File: src/hdl/spg_regs.svh
`ifndef SPG_REGS_SVH
`define SPG_REGS_SVH

`define SPG_CMD_B_OFS     8'h00
`define SPG_DATA_B_OFS    8'h10
`define SPG_CMD_A_OFS     8'h20
`define SPG_DATA_A_OFS    8'h30
`define SPG_ROUTE_B_OFS   8'h40
`define SPG_ROUTE_A_OFS   8'h50
`define SPG_RECOV_OFS     8'h60
`define SPG_ARM_A_OFS     8'h70
`define SPG_ARM_B_OFS     8'h80
`define SPG_DETECT_OFS    8'h90
`define SPG_IRQ_STS_OFS   8'hA4
`define SPG_IRQ_EN_OFS    8'hA8
`define SPG_IRQ_CLR_OFS   8'hAC

`define SPG_ROUTE_BIT     4
`define SPG_ARM_BIT       0
`define SPG_DET_A_BIT     1
`define SPG_DET_B_BIT     0
`define SPG_RECOV_W       6

`define SPG_MARK_BITS     15
`define SPG_CLK_NS        8
`define SPG_BIT_NS        4340
`define SPG_BIT_CYCLES    (`SPG_BIT_NS / `SPG_CLK_NS)

`define SPG_RESP_OKAY     2'b00
`define SPG_RESP_SLVERR   2'b10

`endif
File: src/hdl/spg_pkg.sv
package spg_pkg;

  typedef enum logic [2:0]
  {
    ST_IDLE = 3'b001,
    ST_CELL = 3'b010,
    ST_RESP = 3'b100
  } spg_state_type;

  typedef logic [7:0] spg_addr_type;

endpackage

File: src/hdl/spg_glue_regs.sv
`timescale 1ns/1ps
`include "spg_regs.svh"

module spg_glue_regs
  import spg_pkg::*;
#(
  parameter int BIT_CYCLES = `SPG_BIT_CYCLES,
  parameter int MARK_BITS  = `SPG_MARK_BITS
)
(
  input  wire logic        clk_i,
  input  wire logic        reset_n_i,
  input  wire logic [7:0]  s_axi_awaddr_i,
  input  wire logic        s_axi_awvalid_i,
  output logic             s_axi_awready_o,
  input  wire logic [31:0] s_axi_wdata_i,
  input  wire logic [3:0]  s_axi_wstrb_i,
  input  wire logic        s_axi_wvalid_i,
  output logic             s_axi_wready_o,
  output logic [1:0]       s_axi_bresp_o,
  output logic             s_axi_bvalid_o,
  input  wire logic        s_axi_bready_i,
  input  wire logic [7:0]  s_axi_araddr_i,
  input  wire logic        s_axi_arvalid_i,
  output logic             s_axi_arready_o,
  output logic [31:0]      s_axi_rdata_o,
  output logic [1:0]       s_axi_rresp_o,
  output logic             s_axi_rvalid_o,
  input  wire logic        s_axi_rready_i,
  output logic             cell_stb_o,
  output logic             cell_we_o,
  output logic             cell_chan_a_o,
  output logic             cell_data_sel_o,
  output logic [7:0]       cell_wdata_o,
  input  wire logic [7:0]  cell_rdata_i,
  input  wire logic        cell_rts_a_i,
  input  wire logic        cell_rts_b_i,
  input  wire logic        rxd_a_i,
  input  wire logic        rxd_b_i,
  input  wire logic        port_general_line_b_i,
  input  wire logic        txrx_clock_in_chan_b_i,
  output logic             request_to_send_chan_a_o,
  output logic             request_to_send_chan_b_o,
  output logic             port_oe_n_a_o,
  output logic             port_oe_n_b_o,
  output logic             clear_to_send_chan_b_o,
  output logic             carrier_detect_chan_b_o,
  output logic             dma_detect_a_o,
  output logic             dma_detect_b_o,
  output logic             irq_o
);

  if (BIT_CYCLES < 2 || BIT_CYCLES > 65535 || MARK_BITS < 1 ||
      MARK_BITS > 31)
  begin : g_check
    $error("spg_glue_regs: BIT_CYCLES or MARK_BITS out of range");
  end

  //////////////////////////////////////////////////////////////////////
  // Pin synchronisers: rxd A, rxd B, general line, txrx clock

  logic [3:0] sync1_q;
  logic [3:0] sync2_q;

  always_ff @(posedge clk_i or negedge reset_n_i)
  begin
    if (!reset_n_i)
    begin
      sync1_q <= 4'hF;
      sync2_q <= 4'hF;
    end
    else
    begin
      sync1_q <= {txrx_clock_in_chan_b_i, port_general_line_b_i,
                  rxd_b_i, rxd_a_i};
      sync2_q <= sync1_q;
    end
  end

  //////////////////////////////////////////////////////////////////////
  // Abort detectors, index 0 is channel A, 1 is channel B

  logic [1:0] arm_q;
  logic [1:0] det_w;

  for (genvar ch = 0; ch < 2; ch++)
  begin : g_det
    logic [15:0] bit_cnt_q;
    logic [15:0] bit_cnt_d;
    logic [4:0]  mark_cnt_q;
    logic [4:0]  mark_cnt_d;
    logic        flag_q;
    logic        flag_d;
    logic        hit;

    always_comb
    begin
      bit_cnt_d  = 16'h0000;
      mark_cnt_d = 5'h00;
      hit        = 1'b0;
      // Any space bit restarts the run of marks
      if (arm_q[ch] && sync2_q[ch] && !flag_q)
      begin
        if (bit_cnt_q == 16'(BIT_CYCLES - 1))
        begin
          mark_cnt_d = mark_cnt_q + 5'h01;
          hit        = (mark_cnt_q == 5'(MARK_BITS - 1));
        end
        else
        begin
          bit_cnt_d  = bit_cnt_q + 16'h0001;
          mark_cnt_d = mark_cnt_q;
        end
      end
      // Armed only; disarm releases the flag
      flag_d = arm_q[ch] ? (flag_q | hit) : 1'b0;
    end

    always_ff @(posedge clk_i or negedge reset_n_i)
    begin
      if (!reset_n_i)
      begin
        bit_cnt_q  <= 16'h0000;
        mark_cnt_q <= 5'h00;
        flag_q     <= 1'b0;
      end
      else
      begin
        bit_cnt_q  <= bit_cnt_d;
        mark_cnt_q <= mark_cnt_d;
        flag_q     <= flag_d;
      end
    end

    assign det_w[ch] = flag_q;
  end

  //////////////////////////////////////////////////////////////////////
  // Register bus, cell access and recovery timer

  spg_state_type             state_q, state_d;
  logic                      aw_have_q, aw_have_d, w_have_q, w_have_d;
  logic                      ar_have_q, ar_have_d, op_we_q, op_we_d;
  spg_addr_type              aw_addr_q, aw_addr_d, ar_addr_q, ar_addr_d;
  logic [7:0]                wbyte_q, wbyte_d;
  logic                      wlane_q, wlane_d;
  logic                      awready_q, awready_d, wready_q, wready_d;
  logic                      arready_q, arready_d;
  logic                      bvalid_q, bvalid_d, rvalid_q, rvalid_d;
  logic [1:0]                bresp_q, bresp_d, rresp_q, rresp_d;
  logic [31:0]               rdata_q, rdata_d;
  logic                      stb_q, stb_d, cwe_q, cwe_d;
  logic                      cha_q, cha_d, csel_q, csel_d;
  logic [7:0]                cwdata_q, cwdata_d;
  logic [`SPG_RECOV_W-1:0]   irc_q, irc_d, rec_q, rec_d;
  logic [1:0]                arm_d;
  logic                      route_a_q, route_a_d, route_b_q, route_b_d;
  logic [1:0]                sts_q, sts_d, en_q, en_d, clr;
  logic [1:0]                det_prev_q;
  spg_addr_type              sel_addr;
  logic                      sel_we, go, is_cell, mapped;
  logic [7:0]                local_rd;

  always_comb
  begin
    sel_we   = aw_have_q && w_have_q;
    sel_addr = sel_we ? aw_addr_q : ar_addr_q;
    go       = sel_we || ar_have_q;
    is_cell  = (sel_addr == `SPG_CMD_A_OFS) ||
               (sel_addr == `SPG_CMD_B_OFS) ||
               (sel_addr == `SPG_DATA_A_OFS) ||
               (sel_addr == `SPG_DATA_B_OFS);
    mapped   = 1'b1;
    local_rd = 8'h00;
    unique case (sel_addr)
      `SPG_ROUTE_A_OFS: local_rd[`SPG_ROUTE_BIT] = route_a_q;
      `SPG_ROUTE_B_OFS: local_rd[`SPG_ROUTE_BIT] = route_b_q;
      `SPG_RECOV_OFS:   local_rd[`SPG_RECOV_W-1:0] = irc_q;
      `SPG_ARM_A_OFS:   local_rd[`SPG_ARM_BIT] = arm_q[0];
      `SPG_ARM_B_OFS:   local_rd[`SPG_ARM_BIT] = arm_q[1];
      `SPG_DETECT_OFS:  local_rd[1:0] = {det_w[0], det_w[1]};
      `SPG_IRQ_STS_OFS: local_rd[1:0] = sts_q;
      `SPG_IRQ_EN_OFS:  local_rd[1:0] = en_q;
      `SPG_IRQ_CLR_OFS: local_rd = 8'h00;
      default:          mapped = is_cell;
    endcase
  end

  always_comb
  begin
    state_d   = state_q;
    aw_have_d = aw_have_q;
    w_have_d  = w_have_q;
    ar_have_d = ar_have_q;
    aw_addr_d = aw_addr_q;
    ar_addr_d = ar_addr_q;
    wbyte_d   = wbyte_q;
    wlane_d   = wlane_q;
    op_we_d   = op_we_q;
    bvalid_d  = bvalid_q;
    rvalid_d  = rvalid_q;
    bresp_d   = bresp_q;
    rresp_d   = rresp_q;
    rdata_d   = rdata_q;
    stb_d     = 1'b0;
    cwe_d     = cwe_q;
    cha_d     = cha_q;
    csel_d    = csel_q;
    cwdata_d  = cwdata_q;
    irc_d     = irc_q;
    arm_d     = arm_q;
    route_a_d = route_a_q;
    route_b_d = route_b_q;
    en_d      = en_q;
    clr       = 2'b00;
    // Down-counter reloads on each cell access
    if (stb_q)
      rec_d = irc_q;
    else if (rec_q != '0)
      rec_d = rec_q - `SPG_RECOV_W'(1);
    else
      rec_d = rec_q;

    if (s_axi_awvalid_i && awready_q)
    begin
      aw_have_d = 1'b1;
      aw_addr_d = {s_axi_awaddr_i[7:2], 2'b00};
    end
    if (s_axi_wvalid_i && wready_q)
    begin
      w_have_d = 1'b1;
      wbyte_d  = s_axi_wdata_i[7:0];
      wlane_d  = s_axi_wstrb_i[0];
    end
    if (s_axi_arvalid_i && arready_q)
    begin
      ar_have_d = 1'b1;
      ar_addr_d = {s_axi_araddr_i[7:2], 2'b00};
    end

    unique case (state_q)
      ST_IDLE:
      begin
        if (go && is_cell)
        begin
          // Hold off until the recovery gap has run out
          if (rec_q == '0)
          begin
            stb_d    = 1'b1;
            cwe_d    = sel_we && wlane_q;
            cha_d    = (sel_addr == `SPG_CMD_A_OFS) ||
                       (sel_addr == `SPG_DATA_A_OFS);
            csel_d   = (sel_addr == `SPG_DATA_A_OFS) ||
                       (sel_addr == `SPG_DATA_B_OFS);
            cwdata_d = wbyte_q;
            op_we_d  = sel_we;
            state_d  = ST_CELL;
          end
        end
        else if (go)
        begin
          op_we_d = sel_we;
          if (sel_we && wlane_q)
          begin
            unique case (sel_addr)
              `SPG_ROUTE_A_OFS: route_a_d = wbyte_q[`SPG_ROUTE_BIT];
              `SPG_ROUTE_B_OFS: route_b_d = wbyte_q[`SPG_ROUTE_BIT];
              `SPG_RECOV_OFS:   irc_d = wbyte_q[`SPG_RECOV_W-1:0];
              `SPG_ARM_A_OFS:   arm_d[0] = wbyte_q[`SPG_ARM_BIT];
              `SPG_ARM_B_OFS:   arm_d[1] = wbyte_q[`SPG_ARM_BIT];
              `SPG_IRQ_EN_OFS:  en_d = wbyte_q[1:0];
              `SPG_IRQ_CLR_OFS: clr = wbyte_q[1:0];
              default:          clr = 2'b00;
            endcase
          end
          if (sel_we)
          begin
            bvalid_d = 1'b1;
            bresp_d  = mapped ? `SPG_RESP_OKAY : `SPG_RESP_SLVERR;
          end
          else
          begin
            rvalid_d = 1'b1;
            rresp_d  = mapped ? `SPG_RESP_OKAY : `SPG_RESP_SLVERR;
            rdata_d  = {24'h000000, local_rd};
          end
          state_d = ST_RESP;
        end
      end
      ST_CELL:
      begin
        // Cell read byte is sampled in the strobe cycle
        if (op_we_q)
        begin
          bvalid_d = 1'b1;
          bresp_d  = `SPG_RESP_OKAY;
        end
        else
        begin
          rvalid_d = 1'b1;
          rresp_d  = `SPG_RESP_OKAY;
          rdata_d  = {24'h000000, cell_rdata_i};
        end
        state_d = ST_RESP;
      end
      ST_RESP:
      begin
        if (bvalid_q && s_axi_bready_i)
        begin
          bvalid_d  = 1'b0;
          aw_have_d = 1'b0;
          w_have_d  = 1'b0;
          state_d   = ST_IDLE;
        end
        if (rvalid_q && s_axi_rready_i)
        begin
          rvalid_d  = 1'b0;
          ar_have_d = 1'b0;
          state_d   = ST_IDLE;
        end
      end
      default: state_d = ST_IDLE;
    endcase

    awready_d = !aw_have_d;
    wready_d  = !w_have_d;
    arready_d = !ar_have_d;
    // New detection wins over a clear in the same cycle
    sts_d = (sts_q & ~clr) | (det_w & ~det_prev_q);
  end

  always_ff @(posedge clk_i or negedge reset_n_i)
  begin
    if (!reset_n_i)
    begin
      state_q    <= ST_IDLE;
      aw_have_q  <= 1'b0;
      w_have_q   <= 1'b0;
      ar_have_q  <= 1'b0;
      aw_addr_q  <= 8'h00;
      ar_addr_q  <= 8'h00;
      wbyte_q    <= 8'h00;
      wlane_q    <= 1'b0;
      op_we_q    <= 1'b0;
      awready_q  <= 1'b0;
      wready_q   <= 1'b0;
      arready_q  <= 1'b0;
      bvalid_q   <= 1'b0;
      rvalid_q   <= 1'b0;
      bresp_q    <= 2'h0;
      rresp_q    <= 2'h0;
      rdata_q    <= 32'h00000000;
      stb_q      <= 1'b0;
      cwe_q      <= 1'b0;
      cha_q      <= 1'b0;
      csel_q     <= 1'b0;
      cwdata_q   <= 8'h00;
      irc_q      <= '0;
      rec_q      <= '0;
      arm_q      <= 2'h0;
      route_a_q  <= 1'b0;
      route_b_q  <= 1'b0;
      sts_q      <= 2'h0;
      en_q       <= 2'h0;
      det_prev_q <= 2'h0;
    end
    else
    begin
      state_q    <= state_d;
      aw_have_q  <= aw_have_d;
      w_have_q   <= w_have_d;
      ar_have_q  <= ar_have_d;
      aw_addr_q  <= aw_addr_d;
      ar_addr_q  <= ar_addr_d;
      wbyte_q    <= wbyte_d;
      wlane_q    <= wlane_d;
      op_we_q    <= op_we_d;
      awready_q  <= awready_d;
      wready_q   <= wready_d;
      arready_q  <= arready_d;
      bvalid_q   <= bvalid_d;
      rvalid_q   <= rvalid_d;
      bresp_q    <= bresp_d;
      rresp_q    <= rresp_d;
      rdata_q    <= rdata_d;
      stb_q      <= stb_d;
      cwe_q      <= cwe_d;
      cha_q      <= cha_d;
      csel_q     <= csel_d;
      cwdata_q   <= cwdata_d;
      irc_q      <= irc_d;
      rec_q      <= rec_d;
      arm_q      <= arm_d;
      route_a_q  <= route_a_d;
      route_b_q  <= route_b_d;
      sts_q      <= sts_d;
      en_q       <= en_d;
      det_prev_q <= det_w;
    end
  end

  //////////////////////////////////////////////////////////////////////
  // Pin side outputs, all registered

  logic rts_a_q, rts_b_q, oe_n_a_q, oe_n_b_q, cts_q, dcd_q;
  logic dma_a_q, dma_b_q, irq_q;

  always_ff @(posedge clk_i or negedge reset_n_i)
  begin
    if (!reset_n_i)
    begin
      rts_a_q  <= 1'b0;
      rts_b_q  <= 1'b0;
      oe_n_a_q <= 1'b0;
      oe_n_b_q <= 1'b0;
      cts_q    <= 1'b0;
      dcd_q    <= 1'b0;
      dma_a_q  <= 1'b0;
      dma_b_q  <= 1'b0;
      irq_q    <= 1'b0;
    end
    else
    begin
      // Armed detector holds RTS inactive for the packet tail
      rts_a_q  <= arm_q[0] ? 1'b0 : cell_rts_a_i;
      rts_b_q  <= arm_q[1] ? 1'b0 : cell_rts_b_i;
      oe_n_a_q <= det_w[0];
      oe_n_b_q <= det_w[1];
      cts_q    <= route_b_q ? sync2_q[2] : sync2_q[3];
      dcd_q    <= route_b_q ? 1'b0 : sync2_q[2];
      dma_a_q  <= det_w[0];
      dma_b_q  <= det_w[1];
      irq_q    <= |(sts_q & en_q);
    end
  end

  assign s_axi_awready_o          = awready_q;
  assign s_axi_wready_o           = wready_q;
  assign s_axi_arready_o          = arready_q;
  assign s_axi_bvalid_o           = bvalid_q;
  assign s_axi_bresp_o            = bresp_q;
  assign s_axi_rvalid_o           = rvalid_q;
  assign s_axi_rresp_o            = rresp_q;
  assign s_axi_rdata_o            = rdata_q;
  assign cell_stb_o               = stb_q;
  assign cell_we_o                = cwe_q;
  assign cell_chan_a_o            = cha_q;
  assign cell_data_sel_o          = csel_q;
  assign cell_wdata_o             = cwdata_q;
  assign request_to_send_chan_a_o = rts_a_q;
  assign request_to_send_chan_b_o = rts_b_q;
  assign port_oe_n_a_o            = oe_n_a_q;
  assign port_oe_n_b_o            = oe_n_b_q;
  assign clear_to_send_chan_b_o   = cts_q;
  assign carrier_detect_chan_b_o  = dcd_q;
  assign dma_detect_a_o           = dma_a_q;
  assign dma_detect_b_o           = dma_b_q;
  assign irq_o                    = irq_q;
endmodule

File: config.mk
export PLATFORM = sky130hd
export DESIGN_NAME = spg_glue_regs
export DESIGN_NICKNAME = d
export VERILOG_FILES = /design/src/hdl/spg_pkg.sv /design/src/hdl/spg_glue_regs.sv
export VERILOG_INCLUDE_DIRS = /design/src /design/src/hdl
export SDC_FILE = /design/constraint.sdc
export NUM_CORES = 1
export LEC_CHECK = 0
export BUFFER_PORTS_ARGS = -buffer_cell sky130_fd_sc_hd__clkbuf_2
export CORE_MARGIN = 4
export CORE_UTILIZATION = 40
export DETAILED_ROUTE_END_ITERATION = 8
export HOLD_SLACK_MARGIN = 0.06
export MAX_ROUTING_LAYER = met4
export PLACE_DENSITY = 0.65
export SLEW_MARGIN = 20
export SYNTH_ARGS = -nofsm -noshare
export SYNTH_HDL_FRONTEND = slang
export SYNTH_SLANG_ARGS = --single-unit
File: constraint.sdc
create_clock -name clk_i -period 2.5 [get_ports clk_i]
set_clock_uncertainty 0.2 [all_clocks]
set_input_delay 0.375 -clock clk_i [delete_from_list [all_inputs] [get_ports clk_i]]
set_output_delay 0.375 -clock clk_i [all_outputs]
set_load 0.005 [all_outputs]
==> impl_metrics.py <==
metrics = {
    "placement": {
        "dpl.hpwl_um": 9660,
        "dpl-instance-area_um2": 6890,
        "port_buffers": 77,
        "gp_congestion": 0.838,
    },
    "critical_path": {
        "path_class": "reg -> reg",
        "cp-start-kind": "flip-flop",
        "cp.arrival_ps": 2410,
        "cp_max_fo": 13,
        "cp-end-kind": "flip-flop",
        "worstPathRequired_ps": 2600,
    },
    "floorplan": {
        "fp.coreArea_um2": 15300,
        "ios": 135,
        "die_y_um": 134,
        "dieWidth_um": 134,
        "die-area_um2": 17900,
        "initial_core_util_pct": 41.3,
        "rows": 45,
    },
    "global_routing": {
        "track_usage_pct": 16.1,
        "overflow": 0,
        "antenna_found_initial": 0,
        "grt_max_degree": 50,
        "grt_pass1_vias": 4583,
        "grt_first_pass_wirelength_um": 22400,
    },
    "clock_tree": {
        "cts_buffers": 17,
        "clkSinkCount": 134,
        "tritoncts": "built",
        "clkTransAtPathRegs_ps": 60,
        "clock_latency_ps": 410,
        "cts_root_buffer": "clkbuf_16",
        "postCtsSetupRepairBufs": 0,
        "clk_path_buf_depth": 2,
        "htree_levels": 4,
    },
    "timing": {
        "fin_crit_ps": 2310,
        "rsz0062_at_grt": "false",
        "finalSetupTns_ps": 0,
        "fin_crit_sh_pct": 92.3,
        "fmax_mhz": 433,
        "tightest_slew_ps": 641,
        "finalHoldViolations": 0,
        "hold_ws_ps": 102,
        "finalMaxSlewViolations": 0,
        "setup-violations-final": 0,
        "relSlewSlack_pct": 57.1,
    },
    "final_layout": {
        "syn2layout_area_growth_pct": 24.7,
        "design_area_um2": 7880,
        "drive_above_1_share_pct": 26.2,
        "final_nets": 791,
        "diodes": 0,
        "final_util_pct": 51.5,
    },
    "synthesis": {
        "syn_avg_cell_area_um2": 10.9,
        "synth_ff_type": "dfrtp_1",
        "async_flop_share_pct": 100,
        "yosys-top-cells-area": "dfrtp_1 (49%), mux2_2 (6.9%), dfstp_2 (3.7%)",
        "synth_seq_cells": 134,
        "synth_cell_types": 64,
        "yosysWarnings": 0,
        "synth_area_um2": 6320,
        "synth_top_cell_area_share_pct": 49.5,
        "syn-instance-count": 581,
        "synth_edf_count": 0,
        "synth_largest_area_cell": "dfrtp_1",
        "yosys-top-cells-count": "dfrtp_1 (125), nor2_1 (63), nand2_1 (40), mux2_2 (39), buf_4 (30)",
        "ys_seq_area_share_pct": 53.2,
        "yosysMostFrequentCell": "dfrtp_1",
    },
    "power": {
        "p_sw_mw": 2.46,
        "comb_power_share_pct": 25.9,
        "ir_drop_v": 0.000496,
        "power_density_nw_per_um2": 1010,
        "leakagePower_nw": 3.49,
        "power_frac_seq_pct": 40.6,
        "swShare_pct": 30.8,
        "clkPwrFrac_pct": 33.5,
        "p_int_mw": 5.52,
    },
    "flow_run": {
        "drv_cap": 0,
    },
    "detailed_routing": {
        "vias": 4641,
        "firstDrtPassIters": 4,
        "drc": 0,
        "vias_per_cell": 4.97,
        "wirelength_um": 13300,
        "wl_per_cell_um": 14.3,
        "ant_nets": 0,
        "dr.first_iter.drc_count": 249,
    },
    "status": {
        "status": "completed",
    },
    "min_path": {
        "hold_class": "in -> reg",
    },
}
through the flow:
stage	power [mW]	instances	setup WS, ps
after CTS	8.05	933	122
after floorplan	4.60	606	309
final	7.98	933	193
after global placement	5.21	867	213
after detailed placement	5.30	867	138
after global routing	8.46	933	87.5
state kept, by name (all words and copies together) (netlist names), 3 cells and up:
name              cells
ar_addr_q             6
aw_addr_q             6
cell_wdata_o          8
g_det.bit_cnt_q      32
g_det.mark_cnt_q     10
irc_q                 6
rec_q                 6
s_axi_rdata_o         8
state_q               3
sync1_q               4
sync2_q               4
wbyte_q               8
worst max-delay path, cell delays in order (launching register included):
cell      delay [ps]
dfrtp_2          510
and4bb_2         310
o22ai_4          320
inv_2             60
o32a_1           320
nor2_1           130
mux2_2           350
layout by cell type (no fill, tap or decap), types with 9 or more instances in the layout:
cell,count
nor2_1,63
xor2_1,22
a21oi_1,16
nand2_1,40
o21ai_0,25
xnor2_1,14
dlygate4sd3_1,34
clkbuf_2,76
dfstp_2,9
clkbuf_16,17
nand3_1,26
nand2b_1,10
inv_1,28
dfrtp_1,123
mux2_2,39
conb_1,26
buf_4,15
ha_1,9
nor3_1,10
per-layer routing:
layer,vias to the layer above,GRT usage [%],routed length [um]
met5,-,-,0
li1,2209,-,-
met3,21,3.44,586
met1,2300,19.5,5690
met2,111,26.2,6780
met4,0,6.57,254
what timing repair did:
action                                 CTS  global route
endpoints found under the hold margin   76             0
hold buffers                            34             0
gates resized for setup                  0             3
setup endpoints to repair                0             6
area by class of cell:
type | instances | area, um^2
clock buffers | 24 | 502
multi-input cells | 401 | 2650
fillers | 1394 | 7430
flip-flops and latches | 134 | 3370
repair buffers | 126 | 853
well taps | 211 | 264
inverters | 29 | 109
clock inverters | 8 | 143
final timing paths:
kind	slack, ps	start	endpoint	cells after the start
hold / removal	100	cell_rdata_i[2]	s_axi_rdata_o[2]$_DFFE_PN0P_	3
max in group asynchronous	1010	reset_n_i	sync2_q[3]$_DFF_PN1_	3
setup / recovery	190	aw_have_q$_DFF_PN0_	s_axi_bresp_o[1]$_DFFE_PN0P_	6
min in group asynchronous	330	reset_n_i	cell_wdata_o[2]$_DFFE_PN0P_	2
hold reg to reg	150	sync1_q[1]$_DFF_PN1_	sync2_q[1]$_DFF_PN1_	0
setup reg to reg	190	aw_have_q$_DFF_PN0_	s_axi_bresp_o[1]$_DFFE_PN0P_	6
logic make-up after synthesis:
logic type	synth area share (%)
fa+ha+maj	1.78
simple gates	16.6
buf+inv	6.49
mux	7.62
compound gates	9.21
xor+xnor	4.99
other cells	0.0593
flops	53.2
power by group through the flow:
stage / Clock (mW) / Sequential [mW] / Combinational, mW
after detailed placement: 0 / 3.26 / 2.04
after CTS: 2.74 / 3.23 / 2.09
after global routing: 2.82 / 3.33 / 2.30
after global placement: 0 / 3.23 / 1.99
after floorplan: 0 / 3.09 / 1.51
final: 2.67 / 3.24 / 2.06
(Power assumes the default switching activity.)
